==> src/rtl/ppom_defines.svh <==
// Purpose: Offsets, field positions, reset values for the port pin override mux.
// Assumes: AHB-Lite word registers, decode on haddr[11:0].
// Notes: Included by the design file and the bench.
`ifndef PPOM_DEFINES_SVH
`define PPOM_DEFINES_SVH
`define PPOM_OFF_DIR 12'h000
`define PPOM_OFF_LATCH 12'h004
`define PPOM_OFF_PIN 12'h008
`define PPOM_OFF_SFIO 12'h00c
`define PPOM_OFF_XCTRL 12'h010
`define PPOM_OFF_CHGEN 12'h014
`define PPOM_PUD_BIT 2
`define PPOM_XME_BIT 0
`define PPOM_GRP_BIT 1
`define PPOM_RST_BYTE 8'h00
`endif

==> src/rtl/ppom_pkg.sv <==
// Purpose: Types for the port pin override mux.
// Assumes: Eight pins on the first port.
// Notes: Offsets live in ppom_defines.svh.
package ppom_pkg;
	typedef struct packed {
		logic address_phase_active;
		logic write_strobe;
		logic [7:0] addr;
		logic [7:0] data_out;
	} ppom_xmem_t;
	typedef struct packed {
		logic [7:0] pad_out;
		logic [7:0] pad_oe_n;
		logic [7:0] pullup_en;
	} ppom_pad_t;
	typedef struct packed {
		logic [7:0] direction_bit;
		logic [7:0] output_latch_bit;
		logic [7:0] sfio;
		logic [1:0] xctrl;
		logic [7:0] chg_en;
		logic [7:0] sync1;
		logic [7:0] sync2;
		logic ap_valid;
		logic ap_write;
		logic [11:0] ap_addr;
	} ppom_state_t;
endpackage

==> src/rtl/ppom_port_mux.sv <==
// Purpose: First-port pin override mux with AHB-Lite register access.
// Assumes: Memory interface signals arrive on hclk; pad_in is asynchronous.
// Notes: Input taps are unsynchronised by design; pin readback is synchronised.
`include "ppom_defines.svh"
module ppom_port_mux #(
	parameter int PIN_COUNT = 8
) (
	input wire logic hclk,
	input wire logic hresetn,
	input wire logic hsel,
	input wire logic [31:0] haddr,
	input wire logic [1:0] htrans,
	input wire logic hwrite,
	input wire logic [2:0] hsize,
	input wire logic [31:0] hwdata,
	input wire logic hready,
	output logic hreadyout,
	output logic hresp,
	output logic [31:0] hrdata,
	input wire ppom_pkg::ppom_xmem_t xmem,
	input wire logic deep_sleep,
	input wire logic [7:0] pad_in,
	output ppom_pkg::ppom_pad_t pad,
	output logic [7:0] alt_function_input_tap,
	output logic [7:0] ext_data_in,
	output logic [7:0] change_irq_line_n,
	output logic ext_mem_enable,
	output logic change_irq_group_enable
);
	import ppom_pkg::*;

	ppom_state_t s_q;
	ppom_state_t s_d;
	logic xme;
	logic grp;
	logic global_pullup_off;
	logic wa;
	logic [7:0] pull_up_override_enable;
	logic [7:0] pull_up_override_value;
	logic [7:0] direction_override_enable;
	logic [7:0] direction_override_value;
	logic [7:0] pin_value_override_enable;
	logic [7:0] pin_value_override_value;
	logic [7:0] input_enable_override_enable;
	logic [7:0] input_enable_override_value;
	logic [7:0] drv_en;
	logic [7:0] pin_val;
	logic [7:0] pull;
	logic [7:0] in_en;
	logic [7:0] tap;
	logic ap_take;

	// ------------------------------------------------------------
	// Elaboration check
	// ------------------------------------------------------------
	// The pin registers and the pad struct are one byte wide, so only eight pins are served.
	if (PIN_COUNT != 8) begin
		$error("ppom_port_mux serves exactly eight pins");
	end

	// ------------------------------------------------------------
	// Override signals of the memory interface and change interrupts
	// ------------------------------------------------------------
	assign xme = s_q.xctrl[`PPOM_XME_BIT];
	assign grp = s_q.xctrl[`PPOM_GRP_BIT];
	assign global_pullup_off = s_q.sfio[`PPOM_PUD_BIT];
	assign wa = xmem.write_strobe | xmem.address_phase_active;
	assign pull_up_override_enable = {8{xme}};
	assign pull_up_override_value = {8{~wa}} & s_q.output_latch_bit;
	assign direction_override_enable = {8{xme}};
	assign direction_override_value = {8{wa}};
	assign pin_value_override_enable = {8{xme}};
	assign pin_value_override_value = xmem.address_phase_active ? xmem.addr :
		(xmem.data_out & {8{xmem.write_strobe}});
	assign input_enable_override_enable = {8{grp}} & s_q.chg_en;
	assign input_enable_override_value = 8'hff;

	// ------------------------------------------------------------
	// Per-pin control
	// ------------------------------------------------------------
	// Overrides win pin by pin; without them the pin behaves as plain general-purpose I/O.
	assign pull = (pull_up_override_enable & pull_up_override_value)
		| (~pull_up_override_enable & ~s_q.direction_bit & s_q.output_latch_bit
		& ~{8{global_pullup_off}});
	assign drv_en = (direction_override_enable & direction_override_value)
		| (~direction_override_enable & s_q.direction_bit);
	assign pin_val = (pin_value_override_enable & pin_value_override_value)
		| (~pin_value_override_enable & s_q.output_latch_bit);
	assign in_en = (input_enable_override_enable & input_enable_override_value)
		| (~input_enable_override_enable & {8{~deep_sleep}});
	// The clamp grounds the input ahead of the Schmitt trigger.
	// The taps leave unsynchronised; every receiver brings its own synchroniser.
	assign tap = pad_in & in_en;

	// A pin whose driver is off shows a low output value, so the pad never sees stale data.
	assign pad = '{
		pad_out: pin_val & drv_en,
		pad_oe_n: ~drv_en,
		pullup_en: pull
	};
	assign alt_function_input_tap = tap;
	assign ext_data_in = tap;
	assign change_irq_line_n = tap;
	assign ext_mem_enable = xme;
	assign change_irq_group_enable = grp;

	// ------------------------------------------------------------
	// AHB-Lite slave, zero wait states
	// ------------------------------------------------------------
	assign hreadyout = 1'b1;
	assign hresp = 1'b0;
	// Only whole-word transfers are taken; other sizes pass with no effect.
	assign ap_take = hsel & hready & htrans[1] & (hsize == 3'h2);

	// Read data stands only in the data phase and is zero for unmapped offsets.
	always_comb begin
		hrdata = 32'h00000000;
		if (s_q.ap_valid && !s_q.ap_write) begin
			if (s_q.ap_addr == `PPOM_OFF_DIR) begin
				hrdata = {24'h000000, s_q.direction_bit};
			end else if (s_q.ap_addr == `PPOM_OFF_LATCH) begin
				hrdata = {24'h000000, s_q.output_latch_bit};
			end else if (s_q.ap_addr == `PPOM_OFF_PIN) begin
				hrdata = {24'h000000, s_q.sync2};
			end else if (s_q.ap_addr == `PPOM_OFF_SFIO) begin
				hrdata = {24'h000000, s_q.sfio};
			end else if (s_q.ap_addr == `PPOM_OFF_XCTRL) begin
				hrdata = {30'h0, s_q.xctrl};
			end else if (s_q.ap_addr == `PPOM_OFF_CHGEN) begin
				hrdata = {24'h000000, s_q.chg_en};
			end
		end
	end

	// ------------------------------------------------------------
	// State update
	// ------------------------------------------------------------
	always_comb begin
		s_d = s_q;
		s_d.sync1 = tap;
		s_d.sync2 = s_q.sync1;
		// The address phase is held for the data phase that follows it.
		if (hready) begin
			s_d.ap_valid = ap_take;
			s_d.ap_write = hwrite;
			s_d.ap_addr = haddr[11:0];
		end
		if (s_q.ap_valid && s_q.ap_write) begin
			if (s_q.ap_addr == `PPOM_OFF_DIR) begin
				s_d.direction_bit = hwdata[7:0];
			end else if (s_q.ap_addr == `PPOM_OFF_LATCH) begin
				s_d.output_latch_bit = hwdata[7:0];
			end else if (s_q.ap_addr == `PPOM_OFF_SFIO) begin
				s_d.sfio = hwdata[7:0];
			end else if (s_q.ap_addr == `PPOM_OFF_XCTRL) begin
				s_d.xctrl = hwdata[1:0];
			end else if (s_q.ap_addr == `PPOM_OFF_CHGEN) begin
				s_d.chg_en = hwdata[7:0];
			end
		end
	end

	// Reset clears every override enable, so the pins come up as tri-stated inputs.
	always_ff @(posedge hclk or negedge hresetn) begin
		if (!hresetn) begin
			s_q <= '0;
		end else begin
			s_q <= s_d;
		end
	end
endmodule

==> config.mk <==
export PLATFORM = sky130hd
export DESIGN_NAME = ppom_port_mux
export DESIGN_NICKNAME = d
export VERILOG_FILES = /design/src/rtl/ppom_pkg.sv /design/src/rtl/ppom_port_mux.sv
export VERILOG_INCLUDE_DIRS = /design/src /design/src/rtl
export SDC_FILE = /design/constraint.sdc
export NUM_CORES = 1
export LEC_CHECK = 0
export ABC_AREA = 1
export BUFFER_PORTS_ARGS = -buffer_cell sky130_fd_sc_hd__buf_2
export CAP_MARGIN = 5
export CORE_MARGIN = 2
export CORE_UTILIZATION = 42
export DETAILED_ROUTE_END_ITERATION = 8
export PLACE_DENSITY = 0.74
export SLEW_MARGIN = 20
export SYNTH_ARGS = -nofsm -noshare
export SYNTH_HDL_FRONTEND = slang
export SYNTH_SLANG_ARGS = --single-unit
export TNS_END_PERCENT = 1
==> constraint.sdc <==
create_clock -name hclk -period 1.4 [get_ports hclk]
set_input_delay 0.28 -clock hclk [delete_from_list [all_inputs] [get_ports hclk]]
set_output_delay 0.28 -clock hclk [all_outputs]
set_load 0.05 [all_outputs]
* Yosys cells after proc, flatten, opt, wreduce, memory -nomap -nowiden
Cells that the tools add are included.
** Operators by class
- Reduce and logical (&&, ||, !) cells :: 9
- Magnitude comparators :: 0
- Shifts and indexed selects :: 0
- Eq/ne operators :: 6
- Mux-type cells :: 8
- $add $sub $neg :: 0
- Div/mod/pow operators :: 0
- Multiply operators :: 0
- Bitwise gates (word level) :: 33
** Operators with widths (count)
- 8-bit AND :: 14
- 8-bit 2-to-1 mux :: 7
- 8-bit NOT :: 5
- 32-bit 2-to-1 mux :: 1
- 8-bit bitwise OR :: 4
- 12-bit by 4-bit equality test with 1-bit output, second input constant :: 2
- 12-bit by 5-bit equality test with 1-bit output, second input constant :: 2
- 12-bit by 3-bit equality test with 1-bit output, second input constant :: 1
- 12-bit zero test :: 1
- 1-bit NOT :: 6
- 6-bit AND reduction :: 1
- 5-bit AND reduction :: 1
- 4-bit AND reduction :: 1
- 1-bit AND :: 3
- 3-bit by 2-bit equality test with 1-bit output, second input constant :: 1
- 3-bit AND reduction :: 1
- 1-bit logical AND :: 2
- 2-bit AND reduction :: 1
- 1-bit zero test :: 1
- 1-bit bitwise OR :: 1
** Storage, ports and cells
- Flip-flop bits (word level) :: 64
- ROM bits :: 0
- Memories :: 0
- Input bits :: 101
- Output and inout bits :: 84
- Bits in latches :: 0
- Bits in writable memories :: 0

* Depth between registers and ports, before layout
Gate-level depths: netlist of the first run.
- Depth in word-level cells :: 8
- Gate-level depth with buffers :: 9

* Worst setup path after synthesis of the first run
OpenSTA, ideal clock, no wires.
- Path type :: reg2out
- From :: register s_q (netlist bit ext_mem_enable)
- To :: output pad[17] (netlist bit)
- Path buffers :: 1
- Path slack :: -1.780 ns
- Data arrival time :: 2.900 ns
- Cell stages (with the launch flop) :: 4
- Required time :: 1.120 ns
- Cells stage by stage :: dfrtp_1 clkbuf_1 o21ai_0 nor3_1
** RTL lines
- start, declared :: line ppom_port_mux.sv:32 : ppom_state_t s_q;
- start signal, assigned :: line ppom_port_mux.sv:166 : s_q <= '0;
- start signal, assigned :: line ppom_port_mux.sv:168 : s_q <= s_d;
- end, declared :: line ppom_port_mux.sv:23 : output ppom_pkg::ppom_pad_t pad,

* Worst setup path after layout of the first run
- From :: register s_q[1] (netlist bit)
- To :: output hrdata[4]
** On the way
- Word-level cells in the longest chain between the ends :: 8
** RTL lines
- 12-bit by 5-bit equality test with 1-bit output (no line)
- 8-bit 2-to-1 mux :: line ppom_port_mux.sv:129 : end else if (s_q.ap_addr == `PPOM_OFF_CHGEN) begin
- 8-bit 2-to-1 mux :: line ppom_port_mux.sv:127 : end else if (s_q.ap_addr == `PPOM_OFF_XCTRL) begin
- 8-bit 2-to-1 mux :: line ppom_port_mux.sv:125 : end else if (s_q.ap_addr == `PPOM_OFF_SFIO) begin
- 8-bit 2-to-1 mux :: line ppom_port_mux.sv:123 : end else if (s_q.ap_addr == `PPOM_OFF_PIN) begin
- 8-bit 2-to-1 mux :: line ppom_port_mux.sv:121 : end else if (s_q.ap_addr == `PPOM_OFF_LATCH) begin
- 8-bit 2-to-1 mux * :: line ppom_port_mux.sv:119 : if (s_q.ap_addr == `PPOM_OFF_DIR) begin
- 32-bit 2-to-1 mux * :: line ppom_port_mux.sv:118 : if (s_q.ap_valid && !s_q.ap_write) begin
- end, declared :: line ppom_port_mux.sv:19 : output logic [31:0] hrdata,
Every way passes the cells marked *; elsewhere a longest branch is shown, timed or not.

==> run summary, run 1 <==
The count of inserted antenna diode cells was 0; the mux share of post-synthesis cell area was 2.38%. The netlist uses 34 different library cells. The clock arrives with 0.0111 ns of skew. Of the cells placed in the final design, the portion with a size suffix greater than 1 is 52.0%. During placement, the flow inserted port buffers numbering 113. From bottom edge to top edge, the die measures 98.9 um. The worst setup path is captured at a primary output.

Cell seen most often among critical-path stages: sky130_fd_sc_hd__nor2_1. The global route total overflow was 0. For this block, the via count after detailed routing is 3448.

Of all nets on the critical path, the largest fanout is 5. The run finished, with violations left. The tools report the number of global-route vias before repair as 3378. The synthesized netlist devotes 0% of its cell area to adder and majority cells. The tree built by TritonCTS fans out to 64 sinks. The tools report the endpoint of the worst setup timing path as hrdata[4]. After synthesis the netlist holds a flip-flop and latch count of 64. Final non-filler cell total: 693. The critical setup path kind is flop to primary output. Data on the critical path is required at its endpoint by 1.12 ns. Row generation in the floorplan step produced 34 rows. Derived from the worst setup path, the maximum achievable clock frequency is 456 MHz. The startpoint of the lowest-slack register-to-register path is s_q[0]. The average wire length per cell after detail routing works out to 14.3 um.

After clock tree synthesis, the clock-pin slew on the worst setup and hold paths is 0.07 ns. The run gives 42.4% as the sequential area share after synthesis. The first-pass iteration count of the detailed router was 6; the maximum vdd drop was 1.11 mV. Clock tree synthesis selected as its root buffer the cell sky130_fd_sc_hd__clkbuf_8. Measured on the finished design, the core utilization comes to 63.1%. The logs give -0.20 ns for the worst reg-to-reg setup slack and 0 for the count of final hold-check violations. The final reports fail on setup timing. The clock period minus final worst setup slack is 2.19 ns, and the gate count of the mapped netlist is 444. The ratio of final minimum period to clock period was 157%; the number of antenna violations at the first check in global routing was 0.

A synthesized cell averages 8.51 sq um. Start point of the critical path: s_q[1]. The synthesized netlist occupies a cell area of 3780 sq um.

The signed area change from the synthesized netlist to the final layout is 45.5%. The floorplan step defined a die boundary enclosing 9770 sq um. STA classifies the critical path startpoint as a flop.

Entering global routing, the biggest net connects 23 pins. After Yosys synthesis, and, or, nand and nor cells account for 23.1% of the synthesized area. TritonCTS built the clock tree. The dominant combinational cell family by area after synthesis was simple AND/OR/NAND/NOR gates. The congestion estimate from routability-driven global placement came to 0.838. The initial utilization of the core area, before any placement, comes to 43.3%. Post-layout worst setup margin: -0.791 ns. Library cell contributing the largest single delay on the critical path: sky130_fd_sc_hd__dfrtp_1. The run gives 91 as the final setup violation count. The endpoint identified for the worst register-to-register timing path is s_q[47]. After detailed routing, the number of remaining DRC violations is 0.

The run gives 675 as the number of cells in the design after placement. Setup repair after global routing could not meet its margin everywhere. In this design, the largest share of critical-path delay is due to simple AND/OR/NAND/NOR gates. The wire length of the first global-routing pass is 16.4 mm. The count of buffer and inverter cells on the critical path came out at 1. The post-synthesis compound-gate area fraction was 15.2%; the critical path depth in cells was 8.

For the worst flop-to-flop path, the logic depth is 9. For the detailed router's first-iteration violation count, the log shows 180. For the total I/O pin count, the log shows 185. Clock tree synthesis inserted a total of 9 buffers. After detailed routing, the number of vias per cell comes to 4.98. The tools report the estimated wirelength of the detail-placed design as 7.39 mm. The longest clock path from root to sink contains 2 buffers. For this design the ratio of total power to cell area is 896 nW/um^2. The leakage power was 2.74 nW; the die width was 98.9 um.

The routed design has 9.91 mm of wire. Global routing consumed, over all layers together, 20.8% of the routing resources. The total number of yosys warnings was 0. The xor and xnor area share after synthesis works out to 0%. Across the run, the number of max-cap violations was 0. The net count of the finished layout is 681.

The max-slew violation total from the final report was 0. The count of nets left with antenna violations once routing finished came out at 0. The arrival time reported for the critical path endpoint is 1.91 ns. The critical path goes through nor2_1, nand3_1, nor2_1, nand2_2, o21ai_0, nor2_1, nor2_4, buf_8.

Worst min-delay path class: primary input to flop. The latest clock arrival within the worst-skew pair was 0.35 ns. After floorplanning, the core was sized to cover 8720 sq um.

The H-tree generated during clock tree synthesis spans 3 levels. The run gives 689 as the layout filler cell count. On the worst path, the slowest cell contributes a delay of 0.40 ns.
[flip-flops by register name, summed over array words and instances, names as in the netlist]
register / flops
ext_mem_enable: 1
s_q: 53
change_irq_group_enable: 1
s_d: 8
global_pullup_off: 1
[cell families after synthesis]
logic type	Yosys count
and+or+nand+nor	178
AOI/OAI and AO/OA	86
buffers and inverters	106
other	2
muxes	8
DFF	64
[area by class of cell]
class                           instances  area [sq um]  area share (%)
Sequential cell                        64          1600            29.2
Inverter                               43           174            3.16
Tap cell                              108           135            2.46
Multi-Input combinational cell        299          2010            36.6
Timing Repair Buffer                  163          1350            24.5
Clock inverter                          7           103            1.87
Clock buffer                            9           124            2.25
[cells in the final DEF (no fill, tap or decap), types with 6 or more instances in the layout]
master and n:
sky130_fd_sc_hd__nand2_1 66, sky130_fd_sc_hd__dfrtp_1 62, sky130_fd_sc_hd__buf_2 56, sky130_fd_sc_hd__buf_4 54
sky130_fd_sc_hd__buf_6 42, sky130_fd_sc_hd__inv_1 32, sky130_fd_sc_hd__nor2_1 28, sky130_fd_sc_hd__conb_1 26
sky130_fd_sc_hd__nand3_1 23, sky130_fd_sc_hd__o21ai_2 22, sky130_fd_sc_hd__nand2_2 21, sky130_fd_sc_hd__o21ai_1 14
sky130_fd_sc_hd__nor2_2 13, sky130_fd_sc_hd__o21ai_0 10, sky130_fd_sc_hd__clkbuf_8 9, sky130_fd_sc_hd__o211ai_1 8
sky130_fd_sc_hd__a21oi_2 8, sky130_fd_sc_hd__mux2_2 8, sky130_fd_sc_hd__inv_2 7, sky130_fd_sc_hd__nor2_4 7
sky130_fd_sc_hd__nor3_4 7, sky130_fd_sc_hd__buf_12 6
[through the flow]
step | hold WS [ns] | worst slack, ns | cell area (sq um) | TNS [ns] | total power, W
after floorplan | -0.0156 | -0.447 | 4090 | -20.80 | 0.00278
after global placement | 0.219 | -0.439 | 4750 | -12.76 | 0.00301
after detailed placement | 0.218 | -0.484 | 4750 | -15.82 | 0.00302
after CTS | 0.137 | -0.775 | 5370 | -24.32 | 0.00493
after global routing | 0.158 | -0.897 | 5500 | -30.70 | 0.00512
final | 0.150 | -0.791 | 5500 | -22.92 | 0.00493
[power by group]
group,internal [W],leakage [nW],switching (W)
Clock,0.00102,0.110,0.000775
Combinational,0.000406,1.97,0.000776
Sequential,0.00191,0.651,0.0000428
[cell usage after synthesis, drive strengths merged]
master	count	area, sq um
dfrtp	64	1600
a221oi	8	70.1
nand2	92	398
conb	2	7.51
nor3	8	51.3
clkinv	1	5.00
nand4	2	27.5
nor4	1	21.3
nand3	24	120
a21boi	8	60.1
o21ai	50	322
buf	57	444
mux2	8	90.1
o21a	1	7.51
a21oi	10	50.1
o22ai	1	6.26
inv	42	160
nor2	50	248
or2	1	6.26
o211ai	8	60.1
clkbuf	6	22.5
[layer usage]
metal	GRT usage, %	part of all wire (%)
met1	26.9	42
met2	35.6	50
met3	3.76	7.1
met4	6.11	0.88
met5	0	0
[worst min-delay path by stage]
stage / from / to / slack (ns) / depth (start not counted)
after floorplan: hresetn / change_irq_group_enable / -0.02 / 0
after global placement: hresetn / s_q[8] / 0.22 / 1
after detailed placement: hresetn / s_q[8] / 0.22 / 1
after CTS: haddr[2] / s_q[2] / 0.14 / 3
after global routing: hwdata[5] / s_q[35] / 0.16 / 3
final: haddr[5] / s_q[5] / 0.15 / 3
[worst min-delay path: stages]
cell	delay [ns]
sky130_fd_sc_hd__buf_2	0.08
sky130_fd_sc_hd__nand2_1	0.04
sky130_fd_sc_hd__o21ai_0	0.06
[timing repair]
item                                   in CTS  in global routing
buffers inserted                            0                  0
cloned                                      1                  0
setup endpoints to repair                  92                 92
endpoints found under the hold margin      12                  0
hold buffers                                1                  0
pin swaps                                  18                  9
gates resized for setup                   128                 43
Power figures use the tool's default switching activity.
==> run 2: changes to the inputs <==
--- a/config.mk
+++ b/config.mk
@@ -13,6 +13,7 @@
 export CORE_UTILIZATION = 42
 export DETAILED_ROUTE_END_ITERATION = 8
 export PLACE_DENSITY = 0.74
+export REMOVE_ABC_BUFFERS = 1
 export SLEW_MARGIN = 20
 export SYNTH_ARGS = -nofsm -noshare
 export SYNTH_HDL_FRONTEND = slang
==> run 2 against run 1 <==
Net effect: flip-flop and latch count did not move; via count grew 2.1%; sequential power about the same; critical path type unchanged; worst setup slack lost 0.034 ns; cell count is 1.3% higher; critical path depth grew 3; worst hold slack got worse by 0.0037 ns; core utilization decreased by 2.0 points; highest routed layer unchanged; fmax is 1.5% lower; global-route usage down 0.11 points; routed wire length grew 1.1%; the run still ends with setup timing left; clock power up 11%.
==> run summary, run 2 (same netlist as run 1, synthesis figures left out) <==
The detailed router's first-iteration violation count came out at 210 (+17%). The share of the core filled with cells was 61.0% (-2.0 points). The proportion of layout cells with a drive suffix above 1 is 48.1% (-3.8 points), and the clock-pin slew on the worst setup and hold paths is 0.07 ns (about the same). The latest clock arrival within the worst-skew pair was 0.35 ns (about the same); the ratio of final minimum period to clock period was 159% (+2.5 points). The logs give 43.3% (unchanged) for the initial core utilization and 0.0109 ns (-0.000141 ns) for the worst setup skew after layout. The tools report the buffer cell driving the clock tree root as sky130_fd_sc_hd__clkbuf_8. The estimated wirelength of the detail-placed design is 7.18 mm (-2.9%). The number of flip-flops in the largest register is 53 (unchanged).

The final weighted congestion of routability-driven global placement came out at 0.966 (+15%). The critical path launch point type is a flop. The number of buffers added on ports was 113 (unchanged). The number of nets in the layout is 690 (+1.3%). The count of inserted antenna diode cells is 0 (unchanged), and the total CTS buffers is 9 (unchanged). The flow ran to the end, but the final reports show violations.

The global route total overflow was 0 (unchanged); the cell area after layout was 5320 sq um (-3.2%). The minimum hold slack was 0.146 ns (-0.00368 ns). The logs give 20.7% (-0.11 points) for the overall routing resource usage and -0.540 ns (-0.0565 ns) for the worst setup slack before clock tree synthesis. The run gives 2.77 nW (+1.3%) as the leakage power. The worst setup path is captured at a primary output.

For the die area, the log shows 9770 sq um (unchanged). Area of placed instances: 4540 sq um (-4.5%). Height of the chip: 98.9 um (unchanged).

The critical setup path kind was flop to primary output. The run gives 2 (unchanged) as the maximum clock insertion buffer count. The number of H-tree branching levels was 3 (unchanged); the site row count was 34 (unchanged). The worst min-delay path class was primary input to flop. The core area came out at 8720 sq um (unchanged). The DRC violation count after routing was 0 (unchanged); the total I/O pin count was 185 (unchanged).

The count of final hold-check violations was 0 (unchanged); the clock sink total was 64 (unchanged). Average via count per standard cell: 5.01 (+0.75%). The top achievable clock speed came out at 449 MHz (-1.5%). The layout filler cell count is 703 (+2.0%), and the number of nets with antenna violations after detailed routing is 0 (unchanged). The logs give 1600 sq um (about the same) for the area taken by flip-flops and latches and 1.12 ns (about the same) for the endpoint required time on the critical path.

The arrival time reported for the critical path endpoint is 1.95 ns (+0.04 ns). The number of antenna violations at the first check in global routing was 0 (unchanged). Setup repair after global routing could not meet its margin everywhere. The tools report the number of global-route vias before repair as 3390 (+0.36%).

The post-layout worst setup margin came out at -0.826 ns (-0.0343 ns). Relative to the synthesized area, the layout overhead comes to 40.9%. The largest fanout on the critical path is 8 (+3). The tools report the vias after detailed routing as 3519 (+2.1%). The die width was 98.9 um (unchanged); the footprint of the multi-input gates was 1810 sq um (-9.9%). The average wire length per cell after detail routing came out at 14.3 um (-0.24%).

The count of max-cap constraint violations came out at 0 (unchanged). The clock period minus final worst setup slack works out to 2.23 ns (+0.0343 ns). The library cell used most frequently in the layout, excluding fill and tap cells, is sky130_fd_sc_hd__buf_4. The final setup violation count came out at 85 (-6.6%). The final reports fail on setup timing.

The max-slew violation total from the final report is 0 (unchanged). The logs give 16.2 mm (-0.93%) for the wire length of the first global-routing pass and 0.523 mV (-53%) for the maximum vdd drop. The largest register by flop count is s_q. The power per cell area is 949 nW/um^2 (+5.8%). TritonCTS built the clock tree. The first-pass iteration count of the detailed router is 5 (-1). The total length of routed wires is 10.0 mm (+1.1%), and the largest net degree at the start of global routing is 65 (+180%). In the layout the commonest cells are sky130_fd_sc_hd__buf_4 (77), sky130_fd_sc_hd__nand2_1 (73), sky130_fd_sc_hd__dfrtp_1 (63).
## run 2: final cells by class
class                           count  share of cell area [%]
Sequential cell                    64                    30.1
Timing Repair Buffer              173                    25.4
Inverter                           43                    3.20
Clock buffer                       10                    2.59
Multi-Input combinational cell    298                    34.0
Clock inverter                      6                    2.14
Tap cell                          108                    2.54
## run 2: where the power goes
| group | leakage (nW) | internal (W) | total (W) | switching (W) |
|---|---|---|---|---|
| registers | 0.652 | 0.00191 | 0.00195 | 0.0000422 |
| clock network | 0.119 | 0.00124 | 0.00198 | 0.000744 |
| logic | 2.00 | 0.000374 | 0.00112 | 0.000742 |
## run 2: worst paths after layout
check / cells after the start / to / slack [ns] / start
worst max-delay path: 11 / hrdata[6] / -0.83 / s_q[0]
worst min-delay path: 3 / s_q[5] / 0.15 / haddr[5]
worst max register to register: 8 / s_q[40] / -0.20 / s_q[3]
worst min register to register: 0 / s_q[19] / 0.36 / s_d[19]
max in group asynchronous: 3 / s_q[62] / 0.62 / hresetn
min in group asynchronous: 3 / s_q[4] / 0.48 / hresetn
## run 2: per-layer routing
metal / wire length (um) / part of all wire, % / GRT usage (%)
met5: 0 / 0 / 0
met1: 4120 / 41 / 26.5
met2: 4920 / 49 / 34.6
met3: 756 / 7.5 / 3.69
met4: 227 / 2.3 / 8.32
## run 2: what timing repair did
| item | CTS | global route |
|---|---|---|
| setup endpoints to repair | 90 | 92 |
| setup buffers | 5 | 3 |
| resized for setup | 123 | 33 |
| pin swaps | 14 | 11 |
| gates cloned | 1 | 0 |
| hold buffers | 1 | 0 |
| hold endpoints to repair | 64 | 0 |
## run 2: worst max-delay path, stage by stage, from the launching register on
cell and delay, ns:
sky130_fd_sc_hd__dfrtp_1 0.39, sky130_fd_sc_hd__inv_2 0.06, sky130_fd_sc_hd__nand2_2 0.11, sky130_fd_sc_hd__buf_4 0.16, sky130_fd_sc_hd__nor2_1 0.11, sky130_fd_sc_hd__buf_4 0.18, sky130_fd_sc_hd__nand2_1 0.07, sky130_fd_sc_hd__nor2_1 0.14
sky130_fd_sc_hd__nor2_1 0.06, sky130_fd_sc_hd__nand2_1 0.09, sky130_fd_sc_hd__a21oi_2 0.07, sky130_fd_sc_hd__buf_6 0.15
## run 2: per-stage QoR
step	TNS (ns)	std cells	power [W]
after global placement	-12.60	676	0.00295
after detailed placement	-14.98	676	0.00297
after CTS	-25.01	699	0.00504
after global routing	-32.77	702	0.00523
final	-25.41	702	0.00505
after floorplan	-135.59	405	0.00261
==> run 3: changes to the inputs <==
--- a/config.mk
+++ b/config.mk
@@ -9,12 +9,11 @@
 export ABC_AREA = 1
 export BUFFER_PORTS_ARGS = -buffer_cell sky130_fd_sc_hd__buf_2
 export CAP_MARGIN = 5
-export CORE_MARGIN = 2
+export CORE_MARGIN = 3
 export CORE_UTILIZATION = 42
 export DETAILED_ROUTE_END_ITERATION = 8
 export PLACE_DENSITY = 0.74
 export REMOVE_ABC_BUFFERS = 1
-export SLEW_MARGIN = 20
 export SYNTH_ARGS = -nofsm -noshare
 export SYNTH_HDL_FRONTEND = slang
 export SYNTH_SLANG_ARGS = --single-unit
==> run 3 against run 2 <==
Net effect: the run still ends with setup timing left; flip-flop and latch count is the same; via count decreased by 5.5%; combinational power is essentially flat; critical path type unchanged; critical endpoint is now hrdata[0]; highest routed layer unchanged.
==> run summary, run 3 (same netlist as run 1, synthesis figures left out) <==
STA classifies the critical path endpoint as a primary output. The logs give 3171 (-6.5%) for the number of global-route vias before repair and 60.7% (-0.37 points) for the share of the core filled with cells. The worst min-delay path class was primary input to flop. The tools report the number of cells in the design after placement as 669 (-1.0%). The sequential share of power is 42.2% (+3.5 points). The average wire length per cell after detail routing is 14.0 um (-1.9%), and the number of nets in the layout is 677 (-1.9%).

The count of inserted antenna diode cells was 0 (unchanged). The ratio of final minimum period to clock period is 156% (-3.5 points), and the average via count per standard cell is 4.85 (-3.3%). Critical setup path kind: flop to primary output. Among the stages of the critical path, the cell type that occurs most often is sky130_fd_sc_hd__nand3_1.

The tools report the critical path launch point type as a flop. Among all stages on the critical path, the largest delay is contributed by sky130_fd_sc_hd__dfrtp_1. The run gives 3327 (-5.5%) as the vias after detailed routing.

The logs give 0.00462 W (-8.4%) for the overall power consumption and 185 (unchanged) for the total I/O pin count. The logs give 2 (unchanged) for the maximum clock insertion buffer count and 8460 sq um (-2.9%) for the core area. Setup repair after global routing could not meet its margin everywhere. The height of the chip is 101 um (+2.0%), and the area taken by flip-flops and latches is 1600 sq um (unchanged). For the count of max-cap constraint violations, the log shows 0 (unchanged). The worst setup skew after layout came out at 0.00459 ns (-0.00633 ns). The proportion of layout cells with a drive suffix above 1 is 46.0% (-2.2 points), and the largest net degree at the start of global routing is 24 (-63%). Traced cell by cell, the critical path runs through nor2_4, nand2_4, nor2_8, buf_12, nand3_1, nand3_1, nor2_1, nor2_2, buf_6. The clock sink total was 64 (unchanged). The count of buffer and inverter cells on the critical path was 2 (-2); the site row count was 33 (-2.9%).

The number of H-tree branching levels came out at 3 (unchanged). The final reports fail on setup timing. The global route total overflow came out at 0 (unchanged). For the wire length of the first global-routing pass, the log shows 15.4 mm (-4.9%). The arrival time reported for the critical path endpoint was 1.90 ns (-0.05 ns).

For the portion of total power attributed to the clock network, the log shows 33.9% (-5.3 points). The top achievable clock speed was 459 MHz (+2.2%); the critical path's largest stage delay was 0.41 ns (+0.02 ns). Ranked by flip-flop count, first place goes to s_q. The run gives 0 (unchanged) as the number of antenna violations at the first check in global routing. The power per cell area is 900 nW/um^2 (-5.1%), and the clock period minus final worst setup slack is 2.18 ns (-0.0483 ns). The cell-internal power was 0.00309 W (-12%); the die width was 101 um (+2.0%). The signed area change from the synthesized netlist to the final layout works out to 35.9%. The run gives 23.9% (+1.8 points) as the combinational share of power. The worst reg-to-reg setup slack is -0.16 ns (+0.04 ns). The total CTS buffers was 9 (unchanged). For the worst setup slack before clock tree synthesis, the log shows -0.507 ns (+0.0332 ns). The maximum vdd drop came out at 0.581 mV (+11%). The die area was 10200 sq um (+4.1%). Cell class contributing the biggest share of worst-path delay: simple AND/OR/NAND/NOR gates.

The run gives 686 (-2.3%) as the final non-filler cell total. For the detailed router's first-iteration violation count, the log shows 142 (-32%). TritonCTS built the clock tree. The count of final hold-check violations is 0 (unchanged), and the post-layout worst setup margin is -0.777 ns (+0.0483 ns). The overall routing resource usage came out at 19.3% (-1.3 points). Leaving out fill and tap cells, the most frequent cells in the layout are sky130_fd_sc_hd__nand2_1 (77), sky130_fd_sc_hd__buf_4 (68), sky130_fd_sc_hd__dfrtp_1 (63).

The number of nets with antenna violations after detailed routing came out at 0 (unchanged). The tree is rooted in a sky130_fd_sc_hd__clkbuf_8. The run gives 44.6% (+1.3 points) as the initial core utilization. The latest clock arrival within the worst-skew pair is 0.34 ns (about the same). Footprint of the multi-input gates: 1790 sq um (-1.2%).

The logs give 0 (-5) for the setup fix buffers added after clock tree synthesis and 84 (-1.2%) for the final setup violation count. The layout filler cell count is 715 (+1.7%), and the total length of routed wires is 9.61 mm (-4.1%). The max-slew violation total from the final report was 0 (unchanged). The number of buffers added on ports is 113 (unchanged). Switching power share of the total: 33.1% (+2.8 points). The first-pass iteration count of the detailed router is 4 (-1), and the final weighted congestion of routability-driven global placement is 0.877 (-9.2%). The estimated wirelength of the detail-placed design was 7.30 mm (+1.8%); the clock-pin slew on the worst setup and hold paths was 0.07 ns (about the same). The commonest non-fill, non-tap cell in the layout was sky130_fd_sc_hd__nand2_1. The tools report the endpoint required time on the critical path as 1.12 ns (about the same). The largest fanout on the critical path is 15 (+7).

The leakage power was 2.71 nW (-2.3%). The run finished, with violations left. The minimum hold slack was 0.150 ns (+0.00316 ns); the number of flip-flops in the largest register was 53 (unchanged). The DRC violation count after routing is 0 (unchanged). Power spent charging and discharging nets: 0.00153 W (+0.19%).
run 3: what timing repair did:
action                                  CTS  global route
hold endpoints to repair                 13             0
endpoints found under the setup margin   92            92
hold buffers                              1             0
gates resized for setup                 123            25
pin swaps                                19             5
cloned                                    0             0
run 3: layout make-up:
cell class / count / area share, %
Multi-Input combinational cell: 298 / 34.8
Tap cell: 105 / 2.56
Timing Repair Buffer: 160 / 24.2
Inverter: 43 / 3.36
Clock buffer: 9 / 2.41
Clock inverter: 7 / 1.36
Sequential cell: 64 / 31.2
run 3: metal layers:
layer | wire [um] | GRT usage [%]
met1 | 4140 | 26.0
met2 | 4660 | 32.1
met3 | 723 | 3.32
met4 | 89 | 5.60
met5 | 0 | 0
run 3: worst paths after layout:
kind / cells past startpoint / end / startpoint
min in group asynchronous: 2 / s_q[10] / hresetn
worst max register to register: 8 / s_q[46] / s_q[2]
worst min register to register: 0 / s_q[17] / s_d[17]
worst min-delay path: 3 / s_q[5] / haddr[5]
worst max-delay path: 9 / hrdata[0] / s_q[8]
max in group asynchronous: 3 / s_q[46] / hresetn
run 3: tightest hold or removal path, stage by stage:
cell and delay [ns]:
sky130_fd_sc_hd__buf_2 0.07, sky130_fd_sc_hd__nand2_1 0.04, sky130_fd_sc_hd__o21ai_0 0.06
run 3: metrics by stage:
stage	area, sq um	setup TNS [ns]
global route	5130	-30.54
floorplan	3400	-135.59
CTS	5070	-24.11
finish	5130	-22.76
global placement	4510	-11.90
detailed placement	4510	-14.12
run 3: power by group through the flow:
stage / clock network, W / logic [W] / registers, W
after floorplan: 0 / 0.000634 / 0.00198
after global placement: 0 / 0.000967 / 0.00198
after detailed placement: 0 / 0.000980 / 0.00198
after CTS: 0.00159 / 0.00109 / 0.00195
after global routing: 0.00167 / 0.00117 / 0.00196
final: 0.00157 / 0.00110 / 0.00195
